===== src/hdl/led_bank_pkg.sv =====
package led_bank_pkg;
  localparam int NUM_OUTPUTS = 7;
  localparam int NUM_REGS    = 11;

  localparam logic [3:0] ADDR_SEL_A     = 4'h0;
  localparam logic [3:0] ADDR_SEL_B     = 4'h1;
  localparam logic [3:0] ADDR_SEL_C     = 4'h2;
  localparam logic [3:0] ADDR_FADE_UP   = 4'h3;
  localparam logic [3:0] ADDR_FULL_ON   = 4'h4;
  localparam logic [3:0] ADDR_FADE_DOWN = 4'h5;
  localparam logic [3:0] ADDR_OFF_ONE   = 4'h6;
  localparam logic [3:0] ADDR_OFF_TWO   = 4'h7;
  localparam logic [3:0] ADDR_PEAK      = 4'h8;
  localparam logic [3:0] ADDR_ONESHOT   = 4'h9;
  localparam logic [3:0] ADDR_RESTART   = 4'ha;

  localparam logic [7:0] RST_SEL      = 8'h00;
  localparam logic [7:0] RST_DURATION = 8'h44;
  localparam logic [7:0] RST_PEAK     = 8'hff;
  localparam logic [7:0] RST_ONESHOT  = 8'h00;
  localparam logic [7:0] RST_RESTART  = 8'h00;

  localparam int MASTER_LSB     = 0;
  localparam int SRC_SEL_BIT0   = 4;
  localparam int MODE_BIT0      = 6;
  localparam int RESTART_LSB0   = 0;
  localparam int RESTART_REQ0   = 3;
  localparam int RESTART_LSB1   = 4;
  localparam int RESTART_REQ1   = 7;
  localparam int CMD_AUTOINC    = 4;
  localparam int GROUP_ONE_LSB  = 4;

  localparam int CLK_HZ           = 100_000_000;
  localparam int SLOW_CLK_HZ      = 32_000;
  localparam int SLOW_TICK_CYCLES = CLK_HZ / SLOW_CLK_HZ;
  localparam int UPDATE_RATE_HZ   = 125;
  localparam int STEP_TICKS       = SLOW_CLK_HZ / UPDATE_RATE_HZ;
  localparam logic [3:0] PWM_STEPS      = 4'hf;
  localparam logic [7:0] STEPS_PER_CODE = 8'h08;
  localparam logic [3:0] LEVEL_FULL     = 4'hf;

  // per output select code {c,b,a}
  localparam logic [2:0] OUT_OFF   = 3'h0;
  localparam logic [2:0] OUT_OFF_B = 3'h1;
  localparam logic [2:0] OUT_PEAK0 = 3'h2;
  localparam logic [2:0] OUT_PEAK1 = 3'h3;
  localparam logic [2:0] OUT_ON    = 3'h4;
  localparam logic [2:0] OUT_ON_B  = 3'h5;
  localparam logic [2:0] OUT_WAVE0 = 3'h6;
  localparam logic [2:0] OUT_WAVE1 = 3'h7;

  typedef enum logic [7:0] {
    REG_A1 = 8'h01,
    REG_B1 = 8'h02,
    REG_C1 = 8'h04,
    REG_D  = 8'h08,
    REG_A2 = 8'h10,
    REG_B2 = 8'h20,
    REG_C2 = 8'h40,
    REG_E  = 8'h80
  } region_t;

  function automatic logic [3:0] peak_pick(input logic use_master, input logic [3:0] own,
                                            input logic [3:0] master);
    peak_pick = use_master ? master : own;
  endfunction : peak_pick
endpackage : led_bank_pkg


===== src/hdl/bank_sequencer.sv =====
`timescale 1ns/1ns
module bank_sequencer
  import led_bank_pkg::*;
(
  input  wire logic       ref_clk_in,     // system clock
  input  wire logic       sys_rst_in,     // async reset, high
  input  wire logic       step_in,        // intensity update pulse
  input  wire logic       restart_in,     // restart pulse
  input  wire logic [2:0] start_code_in,  // region to restart at
  input  wire logic       oneshot_in,     // one-shot mode
  input  wire logic [3:0] fade_up_in,     // region durations
  input  wire logic [3:0] full_on_in,
  input  wire logic [3:0] fade_down_in,
  input  wire logic [3:0] off_one_in,
  input  wire logic [3:0] off_two_in,
  input  wire logic [3:0] peak_in,        // chosen peak level
  output logic [3:0]      level_out,      // waveform level
  output logic            stop_out,       // one-shot stop pulse
  output logic            stop_peak_out   // stop level is peak, not off
);
  region_t    region_r, region_nxt;
  logic [7:0] elapsed_r, elapsed_nxt, acc_r, acc_nxt, len;
  logic [3:0] ramp_r, ramp_nxt, ramp_c, level_nxt;
  logic       armed_r, armed_nxt, stop_nxt, stop_peak_nxt;

  function automatic region_t code_region(input logic [2:0] code);
    case (code)
      3'h0: code_region = REG_A1;
      3'h1: code_region = REG_B1;
      3'h2: code_region = REG_C1;
      3'h3: code_region = REG_D;
      3'h4: code_region = REG_A2;
      3'h5: code_region = REG_B2;
      3'h6: code_region = REG_C2;
      default: code_region = REG_E;
    endcase
  endfunction : code_region

  always_comb begin
    region_nxt    = region_r;
    elapsed_nxt   = elapsed_r;
    acc_nxt       = acc_r;
    ramp_nxt      = ramp_r;
    armed_nxt     = armed_r;
    stop_nxt      = 1'b0;
    stop_peak_nxt = stop_peak_out;
    case (region_r)
      REG_A1, REG_A2: len = 8'(fade_up_in * STEPS_PER_CODE);
      REG_B1, REG_B2: len = 8'(full_on_in * STEPS_PER_CODE);
      REG_C1, REG_C2: len = 8'(fade_down_in * STEPS_PER_CODE);
      REG_D:          len = 8'(off_one_in * STEPS_PER_CODE);
      default:        len = 8'(off_two_in * STEPS_PER_CODE);
    endcase
    ramp_c = (ramp_r > peak_in) ? peak_in : ramp_r;
    case (region_r)
      REG_A1, REG_A2: level_nxt = ramp_c;
      REG_B1, REG_B2: level_nxt = peak_in;
      REG_C1, REG_C2: level_nxt = peak_in - ramp_c;
      default:        level_nxt = 4'h0;
    endcase
    if (restart_in) begin
      region_nxt  = code_region(start_code_in);
      elapsed_nxt = 8'h00;
      acc_nxt     = 8'h00;
      ramp_nxt    = 4'h0;
      armed_nxt   = 1'b1;
    end else if (step_in) begin
      if (len == 8'h00 || elapsed_r + 8'h01 >= len) begin
        case (region_r)
          REG_A1:  region_nxt = REG_B1;
          REG_B1:  region_nxt = REG_C1;
          REG_C1:  region_nxt = REG_D;
          REG_D:   region_nxt = REG_A2;
          REG_A2:  region_nxt = REG_B2;
          REG_B2:  region_nxt = REG_C2;
          REG_C2:  region_nxt = REG_E;
          default: region_nxt = REG_A1;
        endcase
        elapsed_nxt = 8'h00;
        acc_nxt     = 8'h00;
        ramp_nxt    = 4'h0;
        // generator keeps cycling after the stop; only the outputs detach
        if (armed_r && oneshot_in) begin
          stop_nxt      = 1'b1;
          armed_nxt     = 1'b0;
          stop_peak_nxt = (region_r == REG_A1) || (region_r == REG_A2) ||
                          (region_r == REG_B1) || (region_r == REG_B2);
        end
      end else begin
        elapsed_nxt = elapsed_r + 8'h01;
        acc_nxt     = acc_r + {4'h0, peak_in};
        if (acc_nxt >= len) begin
          acc_nxt  = acc_nxt - len;
          ramp_nxt = (ramp_r == LEVEL_FULL) ? ramp_r : ramp_r + 4'h1;
        end
      end
    end
  end

  always_ff @(posedge ref_clk_in or posedge sys_rst_in) begin
    if (sys_rst_in) begin
      region_r      <= REG_A1;
      elapsed_r     <= 8'h00;
      acc_r         <= 8'h00;
      ramp_r        <= 4'h0;
      armed_r       <= 1'b0;
      level_out     <= 4'h0;
      stop_out      <= 1'b0;
      stop_peak_out <= 1'b0;
    end else begin
      region_r      <= region_nxt;
      elapsed_r     <= elapsed_nxt;
      acc_r         <= acc_nxt;
      ramp_r        <= ramp_nxt;
      armed_r       <= armed_nxt;
      level_out     <= level_nxt;
      stop_out      <= stop_nxt;
      stop_peak_out <= stop_peak_nxt;
    end
  end
endmodule : bank_sequencer


===== src/hdl/led_bank_ctrl.sv =====
`timescale 1ns/1ns
module led_bank_ctrl
  import led_bank_pkg::*;
#(
  parameter int SLOW_DIV = SLOW_TICK_CYCLES,
  parameter int STEP_DIV = STEP_TICKS
) (
  input  wire logic                   ref_clk_in,       // system clock, 100 MHz
  input  wire logic                   sys_rst_in,       // async reset, high
  input  wire logic                   xfer_start_in,    // pulse: new transaction
  input  wire logic                   wr_byte_valid_in, // pulse: byte written
  input  wire logic [7:0]             wr_byte_in,       // written byte
  input  wire logic                   rd_byte_req_in,   // pulse: byte read
  output logic [7:0]                  rd_byte_out,      // read data
  output logic                        rd_byte_valid_out, // pulse: read data valid
  output logic [NUM_OUTPUTS-1:0]      led_pull_low_out  // open-drain enable, high sinks
);
  logic [7:0] regs_r   [NUM_REGS];
  logic [7:0] regs_nxt [NUM_REGS];
  logic [3:0] ptr_r, ptr_nxt;
  logic       autoinc_r, autoinc_nxt, cmd_wait_r, cmd_wait_nxt;
  logic [7:0] rd_nxt;
  logic       rdv_nxt;
  logic       restart0, restart1;
  logic [3:0] frame_r, frame_nxt;
  logic [NUM_OUTPUTS-1:0] pull_nxt;
  logic       slow_tick, step_tick;
  logic [3:0] level0, level1, peak0, peak1, master;
  logic       stop0, stop1, stop_peak0, stop_peak1;
  logic [7:0] restart_byte;

  assign master = regs_r[ADDR_ONESHOT][MASTER_LSB +: 4];
  assign peak0  = peak_pick(regs_r[ADDR_ONESHOT][SRC_SEL_BIT0],
                            regs_r[ADDR_PEAK][3:0], master);
  assign peak1  = peak_pick(regs_r[ADDR_ONESHOT][SRC_SEL_BIT0 + 1],
                            regs_r[ADDR_PEAK][GROUP_ONE_LSB +: 4], master);
  assign restart_byte = wr_byte_in;

  tick_divider #(
    .SLOW_DIV (SLOW_DIV),
    .STEP_DIV (STEP_DIV)
  ) u_ticks (
    .ref_clk_in    (ref_clk_in),
    .sys_rst_in    (sys_rst_in),
    .slow_tick_out (slow_tick),
    .step_tick_out (step_tick)
  );

  bank_sequencer u_group_zero (
    .ref_clk_in    (ref_clk_in),
    .sys_rst_in    (sys_rst_in),
    .step_in       (step_tick),
    .restart_in    (restart0),
    .start_code_in (restart_byte[RESTART_LSB0 +: 3]),
    .oneshot_in    (regs_r[ADDR_ONESHOT][MODE_BIT0]),
    .fade_up_in    (regs_r[ADDR_FADE_UP][3:0]),
    .full_on_in    (regs_r[ADDR_FULL_ON][3:0]),
    .fade_down_in  (regs_r[ADDR_FADE_DOWN][3:0]),
    .off_one_in    (regs_r[ADDR_OFF_ONE][3:0]),
    .off_two_in    (regs_r[ADDR_OFF_TWO][3:0]),
    .peak_in       (peak0),
    .level_out     (level0),
    .stop_out      (stop0),
    .stop_peak_out (stop_peak0)
  );

  // group one is the same sequencer with its own nibbles and bits
  bank_sequencer u_group_one (
    .ref_clk_in    (ref_clk_in),
    .sys_rst_in    (sys_rst_in),
    .step_in       (step_tick),
    .restart_in    (restart1),
    .start_code_in (restart_byte[RESTART_LSB1 +: 3]),
    .oneshot_in    (regs_r[ADDR_ONESHOT][MODE_BIT0 + 1]),
    .fade_up_in    (regs_r[ADDR_FADE_UP][GROUP_ONE_LSB +: 4]),
    .full_on_in    (regs_r[ADDR_FULL_ON][GROUP_ONE_LSB +: 4]),
    .fade_down_in  (regs_r[ADDR_FADE_DOWN][GROUP_ONE_LSB +: 4]),
    .off_one_in    (regs_r[ADDR_OFF_ONE][GROUP_ONE_LSB +: 4]),
    .off_two_in    (regs_r[ADDR_OFF_TWO][GROUP_ONE_LSB +: 4]),
    .peak_in       (peak1),
    .level_out     (level1),
    .stop_out      (stop1),
    .stop_peak_out (stop_peak1)
  );

  function automatic logic [3:0] out_level(input logic [2:0] code, input logic [3:0] w0,
                                            input logic [3:0] w1, input logic [3:0] p0,
                                            input logic [3:0] p1);
    case (code)
      OUT_WAVE0:        out_level = w0;
      OUT_WAVE1:        out_level = w1;
      OUT_PEAK0:        out_level = p0;
      OUT_PEAK1:        out_level = p1;
      OUT_ON, OUT_ON_B: out_level = LEVEL_FULL;
      default:          out_level = 4'h0;
    endcase
  endfunction : out_level

  // register access over the byte stream
  always_comb begin
    for (int i = 0; i < NUM_REGS; i++) begin
      regs_nxt[i] = regs_r[i];
    end
    ptr_nxt      = ptr_r;
    autoinc_nxt  = autoinc_r;
    cmd_wait_nxt = cmd_wait_r;
    rd_nxt       = rd_byte_out;
    rdv_nxt      = 1'b0;
    restart0     = 1'b0;
    restart1     = 1'b0;
    if (xfer_start_in) begin
      cmd_wait_nxt = 1'b1;
    end else if (wr_byte_valid_in && cmd_wait_r) begin
      ptr_nxt      = wr_byte_in[3:0];
      autoinc_nxt  = wr_byte_in[CMD_AUTOINC];
      cmd_wait_nxt = 1'b0;
    end else if (wr_byte_valid_in) begin
      if (ptr_r < 4'(NUM_REGS)) begin
        regs_nxt[ptr_r] = wr_byte_in;
      end
      if (ptr_r == ADDR_RESTART) begin
        restart0 = wr_byte_in[RESTART_REQ0];
        restart1 = wr_byte_in[RESTART_REQ1];
      end
      if (autoinc_r) begin
        ptr_nxt = (ptr_r >= ADDR_RESTART) ? ADDR_SEL_A : ptr_r + 4'h1;
      end
    end else if (rd_byte_req_in) begin
      rd_nxt  = (ptr_r < 4'(NUM_REGS)) ? regs_r[ptr_r] : 8'h00;
      rdv_nxt = 1'b1;
      if (autoinc_r) begin
        ptr_nxt = (ptr_r >= ADDR_RESTART) ? ADDR_SEL_A : ptr_r + 4'h1;
      end
    end
    // one-shot stop detaches its outputs; the hardware update wins a same-cycle write
    for (int i = 0; i < NUM_OUTPUTS; i++) begin
      if (stop0 && {regs_nxt[ADDR_SEL_C][i], regs_nxt[ADDR_SEL_B][i],
                    regs_nxt[ADDR_SEL_A][i]} == OUT_WAVE0) begin
        regs_nxt[ADDR_SEL_C][i] = 1'b0;
        regs_nxt[ADDR_SEL_B][i] = stop_peak0;
      end
      if (stop1 && {regs_nxt[ADDR_SEL_C][i], regs_nxt[ADDR_SEL_B][i],
                    regs_nxt[ADDR_SEL_A][i]} == OUT_WAVE1) begin
        regs_nxt[ADDR_SEL_C][i] = 1'b0;
        regs_nxt[ADDR_SEL_B][i] = stop_peak1;
        regs_nxt[ADDR_SEL_A][i] = stop_peak1;
      end
    end
  end

  // duty frame of fifteen slow ticks; the level sinks for that many of them
  always_comb begin
    frame_nxt = frame_r;
    if (slow_tick) begin
      frame_nxt = (frame_r == PWM_STEPS - 4'h1) ? 4'h0 : frame_r + 4'h1;
    end
    for (int i = 0; i < NUM_OUTPUTS; i++) begin
      pull_nxt[i] = frame_r < out_level({regs_r[ADDR_SEL_C][i], regs_r[ADDR_SEL_B][i],
                                         regs_r[ADDR_SEL_A][i]},
                                        level0, level1, peak0, peak1);
    end
  end

  always_ff @(posedge ref_clk_in or posedge sys_rst_in) begin
    if (sys_rst_in) begin
      regs_r[ADDR_SEL_A]     <= RST_SEL;
      regs_r[ADDR_SEL_B]     <= RST_SEL;
      regs_r[ADDR_SEL_C]     <= RST_SEL;
      regs_r[ADDR_FADE_UP]   <= RST_DURATION;
      regs_r[ADDR_FULL_ON]   <= RST_DURATION;
      regs_r[ADDR_FADE_DOWN] <= RST_DURATION;
      regs_r[ADDR_OFF_ONE]   <= RST_DURATION;
      regs_r[ADDR_OFF_TWO]   <= RST_DURATION;
      regs_r[ADDR_PEAK]      <= RST_PEAK;
      regs_r[ADDR_ONESHOT]   <= RST_ONESHOT;
      regs_r[ADDR_RESTART]   <= RST_RESTART;
      ptr_r             <= 4'h0;
      autoinc_r         <= 1'b0;
      cmd_wait_r        <= 1'b0;
      rd_byte_out       <= 8'h00;
      rd_byte_valid_out <= 1'b0;
      frame_r           <= 4'h0;
      led_pull_low_out  <= '0;
    end else begin
      for (int i = 0; i < NUM_REGS; i++) begin
        regs_r[i] <= regs_nxt[i];
      end
      ptr_r             <= ptr_nxt;
      autoinc_r         <= autoinc_nxt;
      cmd_wait_r        <= cmd_wait_nxt;
      rd_byte_out       <= rd_nxt;
      rd_byte_valid_out <= rdv_nxt;
      frame_r           <= frame_nxt;
      led_pull_low_out  <= pull_nxt;
    end
  end
endmodule : led_bank_ctrl


===== src/hdl/tick_divider.sv =====
`timescale 1ns/1ns
module tick_divider
  import led_bank_pkg::*;
#(
  parameter int SLOW_DIV = SLOW_TICK_CYCLES,
  parameter int STEP_DIV = STEP_TICKS
) (
  input  wire logic ref_clk_in,   // system clock
  input  wire logic sys_rst_in,   // async reset, high
  output logic      slow_tick_out, // one pulse per slow clock period
  output logic      step_tick_out  // one pulse per intensity update
);
  logic [15:0] div_r, div_nxt;
  logic [15:0] step_r, step_nxt;
  logic        slow_nxt, stepp_nxt;

  always_comb begin
    div_nxt   = div_r + 16'h0001;
    step_nxt  = step_r;
    slow_nxt  = 1'b0;
    stepp_nxt = 1'b0;
    if (div_r == 16'(SLOW_DIV - 1)) begin
      div_nxt  = 16'h0000;
      slow_nxt = 1'b1;
      step_nxt = step_r + 16'h0001;
      if (step_r == 16'(STEP_DIV - 1)) begin
        step_nxt  = 16'h0000;
        stepp_nxt = 1'b1;
      end
    end
  end

  always_ff @(posedge ref_clk_in or posedge sys_rst_in) begin
    if (sys_rst_in) begin
      div_r         <= 16'h0000;
      step_r        <= 16'h0000;
      slow_tick_out <= 1'b0;
      step_tick_out <= 1'b0;
    end else begin
      div_r         <= div_nxt;
      step_r        <= step_nxt;
      slow_tick_out <= slow_nxt;
      step_tick_out <= stepp_nxt;
    end
  end
endmodule : tick_divider


===== config.mk =====
export PLATFORM = sky130hd
export DESIGN_NAME = led_bank_ctrl
export DESIGN_NICKNAME = d
export VERILOG_FILES = /design/src/hdl/led_bank_pkg.sv /design/src/hdl/bank_sequencer.sv /design/src/hdl/led_bank_ctrl.sv /design/src/hdl/tick_divider.sv
export SDC_FILE = /design/constraint.sdc
export NUM_CORES = 1
export LEC_CHECK = 0
export ABC_AREA = 1
export BUFFER_PORTS_ARGS = -buffer_cell sky130_fd_sc_hd__buf_2
export CAP_MARGIN = 30
export CORE_ASPECT_RATIO = 0.75
export CORE_UTILIZATION = 30
export DETAILED_ROUTE_END_ITERATION = 12
export SYNTH_ARGS = -nofsm -noshare
export SYNTH_HDL_FRONTEND = slang
export SYNTH_SLANG_ARGS = --single-unit
export TNS_END_PERCENT = 5

===== constraint.sdc =====
create_clock -name ref_clk_in -period 7.2 [get_ports ref_clk_in]
set_input_delay 0.36 -clock ref_clk_in [delete_from_list [all_inputs] [get_ports ref_clk_in]]
set_output_delay 0.36 -clock ref_clk_in [all_outputs]
set_load 0.02 [all_outputs]

# == Word-level counts from Yosys, hierarchy flattened ==
# Index checks and enable logic that the tools add are counted.
# word_totals
out_inout_bits,16
in_bits,13
regBits,218
word_cells,369
# classes
bitwise,6
n_lt_le_gt_ge,17
eq_ne,90
n_reduce_logical,65
addsub,14
n_mux,136
# op_table
operator,count
87-bit 2-to-1 mux,4
8-bit case mux with 7 select lines,4
8-bit 2-to-1 mux,24
"3-bit equality test, second input constant",48
4-bit case mux with 5 select lines,7
88-bit bitwise mux,1
4-bit 2-to-1 mux,20
1-bit 2-to-1 mux,68
7-bit case mux with 4 select lines,2
"3-bit by 2-bit equality test with 1-bit output, second input constant",18
"16-bit by 1-bit adder with 16-bit output, second input constant",2
8-bit binary-select mux with 4-bit select,1
8-bit demux with 4-bit select,1
8-bit by 7-bit >= comparator with 1-bit output,4
16-bit 2-to-1 mux,2
4-bit less-than comparator,7
2-bit OR reduction,13
4-bit case mux with 3 select lines,2
1-bit logical AND,18
"4-bit by 1-bit adder with 4-bit output, second input constant",4
"8-bit by 1-bit adder with 8-bit output, second input constant",2
8-bit by 4-bit adder with 8-bit output,2
"16-bit by 12-bit equality test with 1-bit output, second input constant",1
"16-bit by 8-bit equality test with 1-bit output, second input constant",1
27 further kinds,72

# == Longest topological paths before layout ==
# depth
ltp_word,16
mapped_depth,24
mapped_depth_nobuf,24

# == Cells and area by module ==
# A second synthesis with hierarchy kept.
# hier_totals
hier_cells,2098
hier_area_um2,15494.9
# modules_own_cells
module,area_each_um2,cells_per_inst,seq_area_each_um2,n_inst
led_bank_ctrl,7334.5,1025,2875.3,1
bank_sequencer at u_group_one,3066.7,392,877.1,1
bank_sequencer at u_group_zero,2962.8,390,877.1,1
tick_divider,2130.8,291,850.8,1

# == Worst setup path before layout ==
# No wires, ideal clock.
# synth_path
path_kind,reg-to-reg
startpoint,register regs_r[12] (netlist name)
endpoint,register u_group_zero.ramp_r[2]
t_required_ns,7.082
arrival_time_ns,3.387
path_slack_ns,3.695
stages_incl_launch_ff,24
setup_time_ns,0.118
period_less_slack_ns,3.505
n_path_buf,1
cell_sequence,dfrtp_1 > clkbuf_1 > o21ai_1 > inv_1 > ha_1 > nand3_1 > nand2_1 > a21oi_1 > nor2_1 > xor2_1 > inv_1 > ha_1 > a21oi_1 > nand2_1 > nand2_1 > inv_1 > nor2_1 > nand3_1 > inv_1 > nor2_2 > nand2_1 > nor2_1 > nand2_1 > nand2_1
# synth_between
elab_chain_len,5
# synth_lines
item,line_no,source
start: declaration,led_bank_ctrl.sv:18,logic [7:0] regs_r [NUM_REGS];
start signal: indexed assignment,led_bank_ctrl.sv:186,regs_r[i] <= regs_nxt[i];
4-bit 2-to-1 mux,led_bank_pkg.sv:65,peak_pick = use_master ? master : own;
8-bit by 4-bit adder with 8-bit output,bank_sequencer.sv:91,"acc_nxt = acc_r + {4'h0, peak_in};"
8-bit by 7-bit >= comparator with 1-bit output,bank_sequencer.sv:92,if (acc_nxt >= len) begin
3-bit nonzero test (no source line),--,
3-bit AND reduction (no source line),--,
end signal: assignment,bank_sequencer.sv:114,ramp_r <= ramp_nxt;
end: declaration,bank_sequencer.sv:23,"logic [3:0] ramp_r, ramp_nxt, ramp_c, level_nxt;"
# Every way passes these cells.
# A chain may end at the register's enable or synchronous reset.

# == Worst setup path in the final report ==
# layout_path
startpoint,register regs_r[12] (netlist name)
endpoint,register u_group_zero.ramp_r[1]
# The elaborated chain is that of the path after synthesis.

==> metrics.csv <==
stage;metric;value;unit
setup_path;startpoint types;register;
logic_synthesis;largest area contributor in the netlist;dfrtp_1;
setup_path;Setup CP Type;reg2reg;
clocking;TritonCTS buffer count;26;
timing;Final Hold Viols;0;
logic_synthesis;Post-Synthesis Net Count;2027;
routing;1st-iter DRT viols;1285;
timing;hold_ws;0.0965;ns
floorplan;Die W;252;µm
timing;setup tns final;0;ns
setup_path;worst path cell trace;o21ai_1 > inv_1 > ha_1 > a21oi_1 > nand2_1 > a21oi_1 > nor2_1 > xor2_1 > inv_1 > ha_1 > a21oi_1 > nand2_1 > nand2_1 > inv_1 > nor2_1 > nand3_1 > inv_1 > nor2_2 > nand2_1 > nor2_1 > nand2_1 > nand2_1;
logic_synthesis;fraction of registers with async set/reset;1.00;
routing;Post-Route WL;41.7;mm
clocking;CTS Buffer Depth;3;
setup_path;Critical-path top delay cell;o21ai_1;
setup_path;CP Max Fanout;10;
timing;Setup-failing EPs final;0;
placed_design;hpwl dp;30.9;mm
global_route;global-route wire length before repair;67.6;mm
run_status;status;complete, no violations;
floorplan;Starting Density;0.305;
final_layout;Core Util, Final;0.345;
final_layout;final-stage net count;2055;
routing;Via density;5.02;
routing;DRT antenna net count;0;
floorplan;core box area;46100;µm²
timing;unrepaired setup endpoints after global routing;no;
setup_path;Crit. End Element;register;
timing;Final Max Slew Viols;0;
logic_synthesis;leading cell type by number of instances after synthesis;nand2_1;
placed_design;PortBufs;28;
global_route;initial antenna violation count;0;
clocking;clk sink count;218;
clocking;Worst-Skew Late Latency;0.58;ns
timing;Fmax;236;MHz
power;P_int;3.43;mW
setup_path;worst stage delay on the critical path;0.72;ns
logic_synthesis;mapped cell area;14100;µm²
logic_synthesis;Ys Warns;0;
power;Psw;2.74;mW
floorplan;Ports;29;
timing;Min Clock Period, post-route;4.24;ns
clocking;setup repair bufs after CTS;0;
logic_synthesis;Post-synth EDFFs;0;
power;Clk pwr share;0.239;
power;Logic pwr share;0.472;
power;Leakage;7.60;nW
floorplan;row count;68;
logic_synthesis;Synth area leaders;dfrtp_1 35%, nand2_1 14%, o21ai_0 7.0%;
global_route;Total GRT Usage;0.176;
logic_synthesis;#FFs+latches synth;218;
power;Seq pwr share;0.290;
clocking;H-tree depth;1;
setup_path;Data arrival, critical path;4.68;ns
clocking;Root Buffer;clkbuf_16;
logic_synthesis;Mapped Cells;1936;
logic_synthesis;synth cell count leaders;526 x nand2_1, 242 x inv_1, 198 x dfrtp_1, 198 x o21ai_0, 172 x nor2_1;
routing;Residual DRC;0;
placed_design;Final GP Congestion;0.877;
power;power per standard cell area;388;nW/µm²
placed_design;DP Area;14900;µm²
clocking;# resized after CTS;0;
logic_synthesis;ys flop type;dfrtp_1;
setup_path;CP most frequent cell;nand2_1;
logic_synthesis;post-synthesis sequential area ratio;0.390;
routing;First-pass DRT Iterations;5;
power;Max VDD drop;174;µV
routing;routed via count;13116;
logic_synthesis;syn_area_per_cell;7.27;µm²
floorplan;Die Height;190;µm
routing;average wire per standard cell;15.9;µm
global_route;largest net degree at the start of global routing;70;
worst_hold_path;Hold Crit Class;in2reg;
logic_synthesis;Netlist cell types;48;
global_route;grt total ovfl;0;
timing;Worst Tran Pin Value;0.957;ns
final_layout;antenna cell count;0;
clocking;clock transition at the registers of the reported paths;0.06;ns
timing;Rel. slew slack;0.358;
timing;Worst Skew;0.0221;ns
run;Max-cap violations;0;
final_layout;design area;15900;µm²
setup_path;Required @ worst endpoint;7.65;ns
timing;fin crit share;0.589;
final_layout;layout cell share with drive strength beyond 1;0.0685;
power;switch share;0.444;
final_layout;Layout Area Growth over Synthesis;13.2;%
clocking;CTS tree;done;
floorplan;total die area;47800;µm²
logic_synthesis;Synth top area share;0.352;
global_route;vias in the first global route;12252;
==> repair_timing <==
item | CTS | global route
endpoints found under the setup margin | 0 | 0
endpoints found under the hold margin | 57 | 0
hold buffers | 1 | 0
==> per-layer routing <==
| metal | global-route usage | share of wire | vias up |
|---|---|---|---|
| li1 | - | - | 6468 |
| met2 | 0.238 | 0.38 | 458 |
| met4 | 0.0340 | 0.016 | 0 |
| met5 | 0 | 0 | - |
| met1 | 0.278 | 0.52 | 6146 |
| met3 | 0.0400 | 0.083 | 44 |
==> layout by cell type, fill, tap and decap left out, types with 10 or more instances in the layout <==
master / synthesis / layout
o21ai_1: 16 / 16
o211ai_1: 15 / 15
inv_1: 242 / 241
nand2_1: 526 / 526
o22ai_1: 43 / 43
dfstp_2: 20 / 20
clkbuf_16: 0 / 26
o21ai_0: 198 / 198
nand4_1: 22 / 22
buf_2: 4 / 28
nand3_1: 109 / 109
nor4_1: 17 / 17
o221ai_1: 11 / 11
a21oi_1: 60 / 60
ha_1: 72 / 72
xor2_1: 36 / 36
a211oi_1: 10 / 10
nor2_1: 172 / 172
a2111oi_0: 11 / 11
dfrtp_1: 198 / 198
nor3_1: 37 / 37
==> kinds of logic after synthesis <==
| logic type | share of synthesized area |
|---|---|
| simple gates | 0.270 |
| compound gates | 0.160 |
| buf+inv | 0.0802 |
| flops | 0.390 |
| fa+ha+maj | 0.0726 |
| xor+xnor | 0.0274 |
==> worst paths after layout <==
| path | start | to | slack (ns) | depth (start not counted) |
|---|---|---|---|---|
| max in group asynchronous | sys_rst_in | regs_r[50] | 5.74 | 5 |
| max | regs_r[12] | u_group_zero.ramp_r[1] | 2.96 | 22 |
| min reg2reg | u_group_one.region_r[4] | u_group_one.region_r[4] | 0.48 | 2 |
| min in group asynchronous | sys_rst_in | rd_byte_out[4] | 0.35 | 3 |
| min | wr_byte_valid_in | cmd_wait_r | 0.1 | 2 |
| max reg2reg | regs_r[12] | u_group_zero.ramp_r[1] | 2.96 | 22 |
==> power by group through the flow <==
stage          logic, mW  registers, mW  clock network (mW)
2_1_floorplan       2.06           1.76                   0
3_3_place_gp        2.79           1.79                   0
3_5_place_dp        2.85           1.80                   0
4_1_cts             2.86           1.78                1.50
5_1_grt             3.30           1.83                1.55
6_report            2.91           1.79                1.47
==> cell type report <==
type / instances / area (µm²)
Fill cell: 4857 / 30200
Clock inverter: 13 / 226
Inverter: 252 / 953
Tap cell: 630 / 788
Sequential cell: 218 / 5480
Clock buffer: 35 / 734
Timing Repair Buffer: 41 / 278
Multi-Input combinational cell: 1425 / 7460
==> registers in the layout, summed over array words and instances (netlist names), 8 cells and up <==
register and count:
regs_r 84, u_ticks.div_r 16, u_ticks.step_r 16, rd_byte_out 8
u_group_one.acc_r 8, u_group_one.elapsed_r 8, u_group_one.region_r 8, u_group_zero.acc_r 8
u_group_zero.elapsed_r 8, u_group_zero.region_r 8
==> critical path: cells and delay by family, from the launching register on <==
family	cells	cell delay [ns]
flip-flops	1	0.47
XOR/XNOR	1	0.18
adder cells (fa/ha/maj)	2	0.72
AO/OA/AOI/OAI	4	1.19
AND/OR/NAND/NOR	11	1.01
buffers and inverters	4	0.56
==> stage by stage <==
| stage | cells | worst slack (ns) | total power [mW] |
|---|---|---|---|
| after floorplan | 1936 | 0.909 | 3.82 |
| after global placement | 2562 | 3.09 | 4.58 |
| after detailed placement | 2564 | 2.99 | 4.65 |
| after CTS | 2613 | 2.98 | 6.15 |
| after global routing | 2614 | 2.46 | 6.67 |
| final | 2614 | 2.96 | 6.17 |
Power figures use the tool's default switching activity.
